## src/rtl/fsrs_map.vh

```
// fsrs_map.vh: register offsets, field positions, reset values, timing counts
// assumes: included by the self-rewrite sequencer files, 250 MHz system clock
`ifndef FSRS_MAP_VH
`define FSRS_MAP_VH

// register byte offsets on the axi4-lite slave
`define FSRS_OFF_UNLOCK     8'h00
`define FSRS_OFF_SEGMENT    8'h04
`define FSRS_OFF_ADDR_LOW   8'h08
`define FSRS_OFF_ADDR_HIGH  8'h0C
`define FSRS_OFF_DATA_LOW   8'h10
`define FSRS_OFF_DATA_HIGH  8'h14
`define FSRS_OFF_CONTROL    8'h18
`define FSRS_OFF_STATUS     8'h1C
`define FSRS_OFF_SELF       8'h20
`define FSRS_OFF_PROTECT    8'h24

// unlock key values
`define FSRS_KEY_FIRST      8'hFA
`define FSRS_KEY_SECOND     8'hF5

// field positions
`define FSRS_BIT_ERASE_START 0
`define FSRS_BIT_BLOCK_MODE  1
`define FSRS_BIT_ERASE_BUSY  0
`define FSRS_BIT_WRITE_BUSY  1
`define FSRS_BIT_SELF_EN     0

// reset values
`define FSRS_RST_BYTE       8'h00
`define FSRS_RST_PROTECT    4'h0

// segment code of the data flash segment
`define FSRS_SEG_DATA       3'h4

// timing: printed maxima and derived cycle counts
`define FSRS_CLK_MHZ        250
`define FSRS_ERASE_TIME_MS  50
`define FSRS_WRITE_TIME_US  60
`define FSRS_ERASE_CYCLES   (`FSRS_ERASE_TIME_MS * 1000 * `FSRS_CLK_MHZ)
`define FSRS_WRITE_CYCLES   (`FSRS_WRITE_TIME_US * `FSRS_CLK_MHZ)

`endif

```

## src/rtl/fsrs_busy_timer.v

```verilog
// fsrs_busy_timer.v: down counter that times one erase or word write
// assumes: start is a one-cycle pulse, load value is at least one
`timescale 1ns/1ns
module fsrs_busy_timer
(
    input  wire        sys_clk_i,
    input  wire        arst_n_i,
    input  wire        start_i,
    input  wire [31:0] load_i,
    output wire        running_o,
    output reg         done_o
);
    reg [31:0] count;

    assign running_o = (count != 32'h0000_0000);

    always @(posedge sys_clk_i or negedge arst_n_i)
    begin
        if (!arst_n_i)
        begin
            count  <= 32'h0000_0000;
            done_o <= 1'b0;
        end
        else
        begin
            done_o <= 1'b0;
            if (start_i)
                count <= load_i;
            else if (count != 32'h0000_0000)
            begin
                count <= count - 32'h0000_0001;
                if (count == 32'h0000_0001)
                    done_o <= 1'b1;
            end
        end
    end
endmodule

```

## src/rtl/fsrs_protect_check.v

```verilog
// fsrs_protect_check.v: decides whether a request hits a protected range
// assumes: purely combinational, fed from the sequencer's own registers and the block mode bit of the live control write
`timescale 1ns/1ns
`include "fsrs_map.vh"
module fsrs_protect_check
(
    input  wire [2:0]  segment_i,
    input  wire [15:0] addr_i,
    input  wire        is_block_i,
    input  wire [3:0]  protect_i,
    output wire        blocked_o
);
    wire in_window = (segment_i == `FSRS_SEG_DATA) && (addr_i[15:11] == 5'h00);
    wire [3:0] range_hit;

    genvar n;
    generate
        for (n = 0; n < 4; n = n + 1)
        begin : g_range
            // range n spans n*0200h .. n*0200h+01ffh
            assign range_hit[n] = protect_i[n] && (addr_i[10:9] == n);
        end
    endgenerate

    // block erase of 0000h-07ffh is refused by any protect bit
    assign blocked_o = in_window &&
                       (is_block_i ? (protect_i != 4'h0) : (range_hit != 4'h0));
endmodule

```

## src/rtl/fsrs_sequencer.v

```verilog
// fsrs_sequencer.v: flash self-rewrite sequencer with an axi4-lite register slave
// assumes: cpu software drives the registers, flash array macro sits on the flash_* outputs
//
// Summary of operation
// - Sector erase clears one aligned 512-byte region from segment and high address.
// - Block erase clears one aligned 2K-byte region from segment and high address.
// - Word write programs one 16-bit word at segment, high and low address.
// - Keys 0FAH then 0F5H unlock exactly one operation.
// - Operations start only while the self-rewrite enable bit is 1.
// - Writing 1 to erase start bit launches a sector or block erase.
// - Writing the high data byte launches the word write.
// - Operations run in background; the bus never stalls.
// - Erase busy flag is 1 throughout an erase, 0 after.
// - Write busy flag is 1 throughout a word write, 0 after.
// - Completion of any erase or write raises the done interrupt request.
// - Protect bit n blocks sector erase of its 512-byte range in segment 4.
// - Protect bit n blocks word writes into its range in segment 4.
// - Any protect bit blocks block erase of 0000H-07FFH in segment 4.
// - Any value other than 0F5H or 0FAH after 0FAH cancels the pending unlock.
// - Protect bits are set by writing 1 and stay set until reset.
// - Start requests are ignored while either busy flag is 1.
`timescale 1ns/1ns
`include "fsrs_map.vh"
module fsrs_sequencer
#(
    parameter [31:0] ERASE_CYCLES = `FSRS_ERASE_CYCLES,
    parameter [31:0] WRITE_CYCLES = `FSRS_WRITE_CYCLES
)
(
    input  wire        sys_clk_i,
    input  wire        arst_n_i,
    input  wire [7:0]  s_axi_awaddr_i,
    input  wire        s_axi_awvalid_i,
    output wire        s_axi_awready_o,
    input  wire [31:0] s_axi_wdata_i,
    input  wire [3:0]  s_axi_wstrb_i,
    input  wire        s_axi_wvalid_i,
    output wire        s_axi_wready_o,
    output reg  [1:0]  s_axi_bresp_o,
    output reg         s_axi_bvalid_o,
    input  wire        s_axi_bready_i,
    input  wire [7:0]  s_axi_araddr_i,
    input  wire        s_axi_arvalid_i,
    output wire        s_axi_arready_o,
    output reg  [31:0] s_axi_rdata_o,
    output reg  [1:0]  s_axi_rresp_o,
    output reg         s_axi_rvalid_o,
    input  wire        s_axi_rready_i,
    output reg         flash_erase_o,
    output reg         flash_block_o,
    output reg         flash_program_o,
    output reg  [2:0]  flash_segment_o,
    output reg  [15:0] flash_addr_o,
    output reg  [15:0] flash_data_o,
    output reg         rewrite_done_irq_o
);
    localparam [2:0] ST_IDLE  = 3'b001;
    localparam [2:0] ST_ERASE = 3'b010;
    localparam [2:0] ST_WRITE = 3'b100;

    reg  [2:0]  state;
    reg  [2:0]  next_state;
    reg         unlock_armed;
    reg         unlock_open;
    reg  [2:0]  target_segment_reg;
    reg  [7:0]  target_addr_high_reg;
    reg  [7:0]  target_addr_low_reg;
    reg  [7:0]  program_data_low_reg;
    reg  [7:0]  program_data_high_reg;
    reg         block_mode;
    reg         self_rewrite_enable_bit;
    reg  [3:0]  range_protect_reg;

    // write channel: both halves held until both present, taken together
    reg         aw_held;
    reg         w_held;
    reg  [7:0]  aw_addr;
    reg  [31:0] w_data;
    reg  [3:0]  w_strb;

    assign s_axi_awready_o = !aw_held && !s_axi_bvalid_o;
    assign s_axi_wready_o  = !w_held && !s_axi_bvalid_o;
    assign s_axi_arready_o = !s_axi_rvalid_o;

    wire aw_fire  = s_axi_awvalid_i && s_axi_awready_o;
    wire w_fire   = s_axi_wvalid_i && s_axi_wready_o;
    wire have_aw  = aw_held || aw_fire;
    wire have_w   = w_held || w_fire;
    wire wr_go    = have_aw && have_w && !s_axi_bvalid_o;
    wire [7:0]  wr_addr = aw_held ? aw_addr : s_axi_awaddr_i;
    wire [31:0] wr_data = w_held ? w_data : s_axi_wdata_i;
    wire [3:0]  wr_strb = w_held ? w_strb : s_axi_wstrb_i;
    wire        wr_lane0 = wr_go && wr_strb[0];
    wire [7:0]  wr_byte  = wr_data[7:0];

    function is_mapped;
        input [7:0] addr;
        begin
            is_mapped = (addr[1:0] == 2'b00) && (addr <= `FSRS_OFF_PROTECT);
        end
    endfunction

    function hit;
        input [7:0] addr;
        input [7:0] off;
        begin
            hit = wr_lane0 && (addr == off);
        end
    endfunction

    wire wr_unlock  = hit(wr_addr, `FSRS_OFF_UNLOCK);
    wire wr_control = hit(wr_addr, `FSRS_OFF_CONTROL);
    wire wr_data_hi = hit(wr_addr, `FSRS_OFF_DATA_HIGH);

    wire busy_erase = (state == ST_ERASE);
    wire busy_write = (state == ST_WRITE);
    wire any_busy   = busy_erase || busy_write;

    // start requests
    wire req_erase = wr_control && wr_byte[`FSRS_BIT_ERASE_START];
    wire req_write = wr_data_hi;
    wire req_any   = req_erase || req_write;
    wire req_block = wr_byte[`FSRS_BIT_BLOCK_MODE];

    wire blocked;
    fsrs_protect_check u_protect
    (
        .segment_i  (target_segment_reg),
        .addr_i     ({target_addr_high_reg, req_erase ? 8'h00 : target_addr_low_reg}),
        .is_block_i (req_erase && req_block),
        .protect_i  (range_protect_reg),
        .blocked_o  (blocked)
    );

    wire seg_ok = (target_segment_reg == `FSRS_SEG_DATA);
    wire accept = req_any && unlock_open && self_rewrite_enable_bit &&
                  !any_busy && !blocked && seg_ok;

    wire timer_done;
    // one less: the done pulse lands a cycle late, so busy spans exactly the count
    fsrs_busy_timer u_timer
    (
        .sys_clk_i (sys_clk_i),
        .arst_n_i  (arst_n_i),
        .start_i   (accept),
        .load_i    ((req_erase ? ERASE_CYCLES : WRITE_CYCLES) - 32'h0000_0001),
        .running_o (),
        .done_o    (timer_done)
    );

    always @*
    begin
        next_state = state;
        case (state)
            ST_IDLE:
                if (accept)
                    next_state = req_erase ? ST_ERASE : ST_WRITE;
            ST_ERASE:
                if (timer_done)
                    next_state = ST_IDLE;
            ST_WRITE:
                if (timer_done)
                    next_state = ST_IDLE;
            default:
                next_state = ST_IDLE;
        endcase
    end

    always @(posedge sys_clk_i or negedge arst_n_i)
    begin
        if (!arst_n_i)
        begin
            state              <= ST_IDLE;
            rewrite_done_irq_o <= 1'b0;
        end
        else
        begin
            state              <= next_state;
            rewrite_done_irq_o <= timer_done && any_busy;
        end
    end

    // unlock key tracking
    always @(posedge sys_clk_i or negedge arst_n_i)
    begin
        if (!arst_n_i)
        begin
            unlock_armed <= 1'b0;
            unlock_open  <= 1'b0;
        end
        else if (req_any)
        begin
            unlock_armed <= 1'b0;
            unlock_open  <= 1'b0;
        end
        else if (wr_unlock)
        begin
            if (unlock_armed && wr_byte == `FSRS_KEY_SECOND)
            begin
                unlock_armed <= 1'b0;
                unlock_open  <= 1'b1;
            end
            else
            begin
                unlock_armed <= (wr_byte == `FSRS_KEY_FIRST);
                unlock_open  <= 1'b0;
            end
        end
    end

    // software-visible control registers
    always @(posedge sys_clk_i or negedge arst_n_i)
    begin
        if (!arst_n_i)
        begin
            target_segment_reg      <= 3'h0;
            target_addr_high_reg    <= `FSRS_RST_BYTE;
            target_addr_low_reg     <= `FSRS_RST_BYTE;
            program_data_low_reg    <= `FSRS_RST_BYTE;
            program_data_high_reg   <= `FSRS_RST_BYTE;
            block_mode              <= 1'b0;
            self_rewrite_enable_bit <= 1'b0;
            range_protect_reg       <= `FSRS_RST_PROTECT;
        end
        else
        begin
            if (hit(wr_addr, `FSRS_OFF_SEGMENT))
                target_segment_reg <= wr_byte[2:0];
            if (hit(wr_addr, `FSRS_OFF_ADDR_HIGH))
                target_addr_high_reg <= wr_byte;
            if (hit(wr_addr, `FSRS_OFF_ADDR_LOW))
                target_addr_low_reg <= wr_byte;
            if (hit(wr_addr, `FSRS_OFF_DATA_LOW))
                program_data_low_reg <= wr_byte;
            if (wr_data_hi)
                program_data_high_reg <= wr_byte;
            if (wr_control)
                block_mode <= req_block;
            if (hit(wr_addr, `FSRS_OFF_SELF))
                self_rewrite_enable_bit <= wr_byte[`FSRS_BIT_SELF_EN];
            if (hit(wr_addr, `FSRS_OFF_PROTECT))
                range_protect_reg <= range_protect_reg | wr_byte[3:0];
        end
    end

    // flash macro command, held for the whole operation
    always @(posedge sys_clk_i or negedge arst_n_i)
    begin
        if (!arst_n_i)
        begin
            flash_erase_o   <= 1'b0;
            flash_block_o   <= 1'b0;
            flash_program_o <= 1'b0;
            flash_segment_o <= 3'h0;
            flash_addr_o    <= 16'h0000;
            flash_data_o    <= 16'h0000;
        end
        else if (accept)
        begin
            flash_erase_o   <= req_erase;
            flash_block_o   <= req_erase && req_block;
            flash_program_o <= req_write;
            flash_segment_o <= target_segment_reg;
            if (req_erase && req_block)
                flash_addr_o <= {target_addr_high_reg[7:3], 11'h000};
            else if (req_erase)
                flash_addr_o <= {target_addr_high_reg[7:1], 9'h000};
            else
                flash_addr_o <= {target_addr_high_reg, target_addr_low_reg[7:1], 1'b0};
            flash_data_o    <= {wr_byte, program_data_low_reg};
        end
        else if (timer_done)
        begin
            flash_erase_o   <= 1'b0;
            flash_block_o   <= 1'b0;
            flash_program_o <= 1'b0;
        end
    end

    // bus slave: one-cycle answers, no wait on the flash operation
    always @(posedge sys_clk_i or negedge arst_n_i)
    begin
        if (!arst_n_i)
        begin
            aw_held        <= 1'b0;
            w_held         <= 1'b0;
            aw_addr        <= 8'h00;
            w_data         <= 32'h0000_0000;
            w_strb         <= 4'h0;
            s_axi_bvalid_o <= 1'b0;
            s_axi_bresp_o  <= 2'b00;
        end
        else
        begin
            if (aw_fire && !wr_go)
            begin
                aw_held <= 1'b1;
                aw_addr <= s_axi_awaddr_i;
            end
            if (w_fire && !wr_go)
            begin
                w_held <= 1'b1;
                w_data <= s_axi_wdata_i;
                w_strb <= s_axi_wstrb_i;
            end
            if (wr_go)
            begin
                aw_held        <= 1'b0;
                w_held         <= 1'b0;
                s_axi_bvalid_o <= 1'b1;
                s_axi_bresp_o  <= is_mapped(wr_addr) ? 2'b00 : 2'b10;
            end
            else if (s_axi_bvalid_o && s_axi_bready_i)
                s_axi_bvalid_o <= 1'b0;
        end
    end

    reg [31:0] rd_word;
    always @*
    begin
        rd_word = 32'h0000_0000;
        case (s_axi_araddr_i)
            `FSRS_OFF_SEGMENT:   rd_word = {29'h0, target_segment_reg};
            `FSRS_OFF_ADDR_LOW:  rd_word = {24'h0, target_addr_low_reg};
            `FSRS_OFF_ADDR_HIGH: rd_word = {24'h0, target_addr_high_reg};
            `FSRS_OFF_DATA_LOW:  rd_word = {24'h0, program_data_low_reg};
            `FSRS_OFF_DATA_HIGH: rd_word = {24'h0, program_data_high_reg};
            `FSRS_OFF_CONTROL:   rd_word = {30'h0, block_mode, busy_erase};
            `FSRS_OFF_STATUS:    rd_word = {30'h0, busy_write, busy_erase};
            `FSRS_OFF_SELF:      rd_word = {31'h0, self_rewrite_enable_bit};
            `FSRS_OFF_PROTECT:   rd_word = {28'h0, range_protect_reg};
            default:             rd_word = 32'h0000_0000;
        endcase
    end

    always @(posedge sys_clk_i or negedge arst_n_i)
    begin
        if (!arst_n_i)
        begin
            s_axi_rvalid_o <= 1'b0;
            s_axi_rdata_o  <= 32'h0000_0000;
            s_axi_rresp_o  <= 2'b00;
        end
        else if (s_axi_arvalid_i && s_axi_arready_o)
        begin
            s_axi_rvalid_o <= 1'b1;
            s_axi_rdata_o  <= rd_word;
            s_axi_rresp_o  <= is_mapped(s_axi_araddr_i) ? 2'b00 : 2'b10;
        end
        else if (s_axi_rvalid_o && s_axi_rready_i)
            s_axi_rvalid_o <= 1'b0;
    end
endmodule

```

## config.mk

```make
export PLATFORM = sky130hd
export DESIGN_NAME = fsrs_sequencer
export DESIGN_NICKNAME = d
export VERILOG_FILES = /design/src/rtl/fsrs_busy_timer.v /design/src/rtl/fsrs_protect_check.v /design/src/rtl/fsrs_sequencer.v
export VERILOG_INCLUDE_DIRS = /design/src /design/src/rtl
export SDC_FILE = /design/constraint.sdc
export NUM_CORES = 1
export LEC_CHECK = 0
export BUFFER_PORTS_ARGS = -buffer_cell sky130_fd_sc_hd__buf_2
export CAP_MARGIN = 20
export CORE_UTILIZATION = 56
export DETAILED_ROUTE_END_ITERATION = 12
export GPL_TIMING_DRIVEN = 1
export PLACE_DENSITY = 0.91
export SKIP_CTS_REPAIR_TIMING = 1
export SLEW_MARGIN = 15
export SYNTH_ARGS = -nofsm -noshare
export SYNTH_HDL_FRONTEND = slang
export SYNTH_HIERARCHICAL = 1
export SYNTH_SLANG_ARGS = --single-unit
```

## constraint.sdc

```tcl
create_clock -name sys_clk_i -period 4.8 [get_ports sys_clk_i]
set_input_delay 0.48 -clock sys_clk_i [delete_from_list [all_inputs] [get_ports sys_clk_i]]
set_output_delay 0.48 -clock sys_clk_i [all_outputs]
set_load 0.01 [all_outputs]
```

==> impl_metrics.json <==
{
  "grtUsageMet2": 0.429,
  "finalClockSkew_ns": 0.0103,
  "largest_reg_flops": 32,
  "avgRoutedWirePerCell_um": 18.1,
  "hold_class": "in2async",
  "track_usage": 0.265,
  "synthCells": 679,
  "cpPeakStageDelay_ns": 0.53,
  "die_x_um": 118,
  "core_mm2": 0.0128,
  "period_needed_ns": 4.29,
  "cap_violations": 0,
  "ys_warn_count": 6,
  "worstSetupStartpointType": "flip-flop",
  "syn2layout_area_growth_pct": 14.9,
  "reg_top3": "u_timer/count (32), flash_data_o (16), flash_addr_o (15)",
  "root_buffer": "clkbuf_16",
  "wl_um": 17500,
  "antenna_found_initial": 0,
  "grt_use_met1": 0.340,
  "r2r_slack_ns": 0.51,
  "post-route-drc-count": 0,
  "cts-htree-levels": 4,
  "port_buffers": 84,
  "clk_pin_slew_ns": 0.06,
  "vias": 5783,
  "grt_max_degree": 112,
  "cp_data_required_time_ns": 5.08,
  "nets": 841,
  "r2r_end": "u_timer/count[15]",
  "overflow": 0,
  "antenna_cells": 0,
  "top_usage_layer": "met2",
  "r2r_cells": 16,
  "worst_hold_slack_ns": 0.213,
  "drv_slew": 0,
  "drt_pass1_iterations": 5,
  "leakage_uw": 0.00397,
  "pin_count": 139,
  "drtIter0Drc": 643,
  "cts_tree": "done",
  "final_hold_viol_count": 0,
  "vias_per_cell": 5.99,
  "gp_congestion": 0.877,
  "dieArea_mm2": 0.0139,
  "fillers": 904,
  "cts_buffers": 17,
  "row_count": 41,
  "clock_sinks": 148,
  "floorplan.initialDensity": 0.585,
  "met3_usage": 0.0523,
  "rsz0062_at_grt": "no",
  "p_per_area_mw_per_mm2": 394,
  "layout_worst_path_cycle_share": 0.894,
  "worstMarginPinSlew_ns": 0.986,
  "grt_pass1_vias": 5620,
  "critical_path_class": "reg2reg",
  "post-place-ws_ns": 0.487,
  "worst_slack_ns": 0.508,
  "setup_viol": 0,
  "crit_path_top_delay_cell": "dfrtp_2",
  "clk_latency_ns": 0.42,
  "clk_path_buf_depth": 2,
  "synth_area_per_cell_um2": 11.0,
  "drive_above_1_share": 0.289,
  "hpwl_um": 11600,
  "end_kind": "flip-flop",
  "tns_ns": 0,
  "relSlewSlack": 0.343,
  "rr_startpoint": "aw_held",
  "grt_pass1_wl_um": 28700,
  "max_freq_mhz": 233,
  "synth_area_mm2": 0.00750,
  "die_h_um": 118,
  "ir_worst_vdd_mv": 0.188,
  "status": "finished, final reports clean",
  "path_cells": "nor3b_1 > o2111ai_1 > nor2_1 > nand3_1 > inv_1 > nand2_1 > inv_1 > o41a_1 > o211a_1 > nor2_1 > o211a_1 > nand3_2 > inv_2 > inv_2 > o311ai_0 > o311ai_0",
  "postRouteAntennaNets": 0,
  "largest_register": "u_timer/count",
  "arrival_ns": 4.57,
  "worst-path-max-fanout": 27
}
[cells in the final DEF (no fill, tap or decap), types with 5 or more instances in the layout]
cell type / instances
buf_4: 6
a22o_1: 15
nor4_1: 9
nand3_1: 16
nor4_2: 5
nor3b_1: 5
or4_1: 5
a22oi_1: 9
nor2b_1: 7
conb_1: 48
clkbuf_16: 17
mux2i_1: 23
mux2_2: 76
a21oi_1: 26
o21ai_0: 26
buf_2: 83
a31oi_1: 8
nand2_1: 51
nor2_1: 45
inv_1: 10
nor3_1: 15
dfrtp_1: 146
nor4b_1: 5
xnor2_1: 12
o31ai_1: 8
or3_1: 8
[critical path: cells and delay by family (launching register included)]
| family | cells | cell delay, ns |
|---|---|---|
| flops | 1 | 0.53 |
| compound gates | 6 | 1.44 |
| buf+inv | 4 | 0.88 |
| simple gates | 6 | 1.29 |
[final cells by class]
| class | count | area [um2] | area share |
|---|---|---|---|
| Clock buffer | 20 | 457 | 0.0530 |
| Timing Repair Buffer | 91 | 492 | 0.0571 |
| Multi-Input combinational cell | 509 | 3570 | 0.415 |
| Inverter | 13 | 48.8 | 0.00567 |
| Sequential cell | 148 | 3710 | 0.430 |
| Tap cell | 172 | 215 | 0.0250 |
| Clock inverter | 12 | 123 | 0.0142 |
[how the worst max path moves through the flow]
stage | startpoint | endpoint | slack, ns
detailed placement | aw_held | u_timer/count[15] | 0.49
global route | aw_held | u_timer/count[15] | 0.16
floorplan | aw_held | u_timer/count[12] | 1.37
finish | aw_held | u_timer/count[15] | 0.51
global placement | aw_held | u_timer/count[15] | 0.65
CTS | aw_held | u_timer/count[15] | 0.43
[routing by layer]
metal / up-vias / wire length, um
met1: 2828 / 7280
met4: 0 / 527
met5: - / 0
met2: 267 / 8570
li1: 2640 / -
met3: 48 / 1080
[where the power goes]
group          leakage, uW  switching [uW]  internal (uW)
Clock             0.000274             544            750
Sequential         0.00189             139           1380
Combinational      0.00181             316            264
Total              0.00397             999           2400
[metrics by stage]
stage	instances	utilization	area (um2)	power [uW]
after floorplan	725	-	7670	1930
after global placement	933	0.626	8030	2070
after detailed placement	933	0.626	8030	2100
after CTS	965	0.672	8610	3390
after global routing	965	0.672	8610	3540
final	965	0.672	8610	3400
No activity file was read; power rests on OpenSTA's default activity.
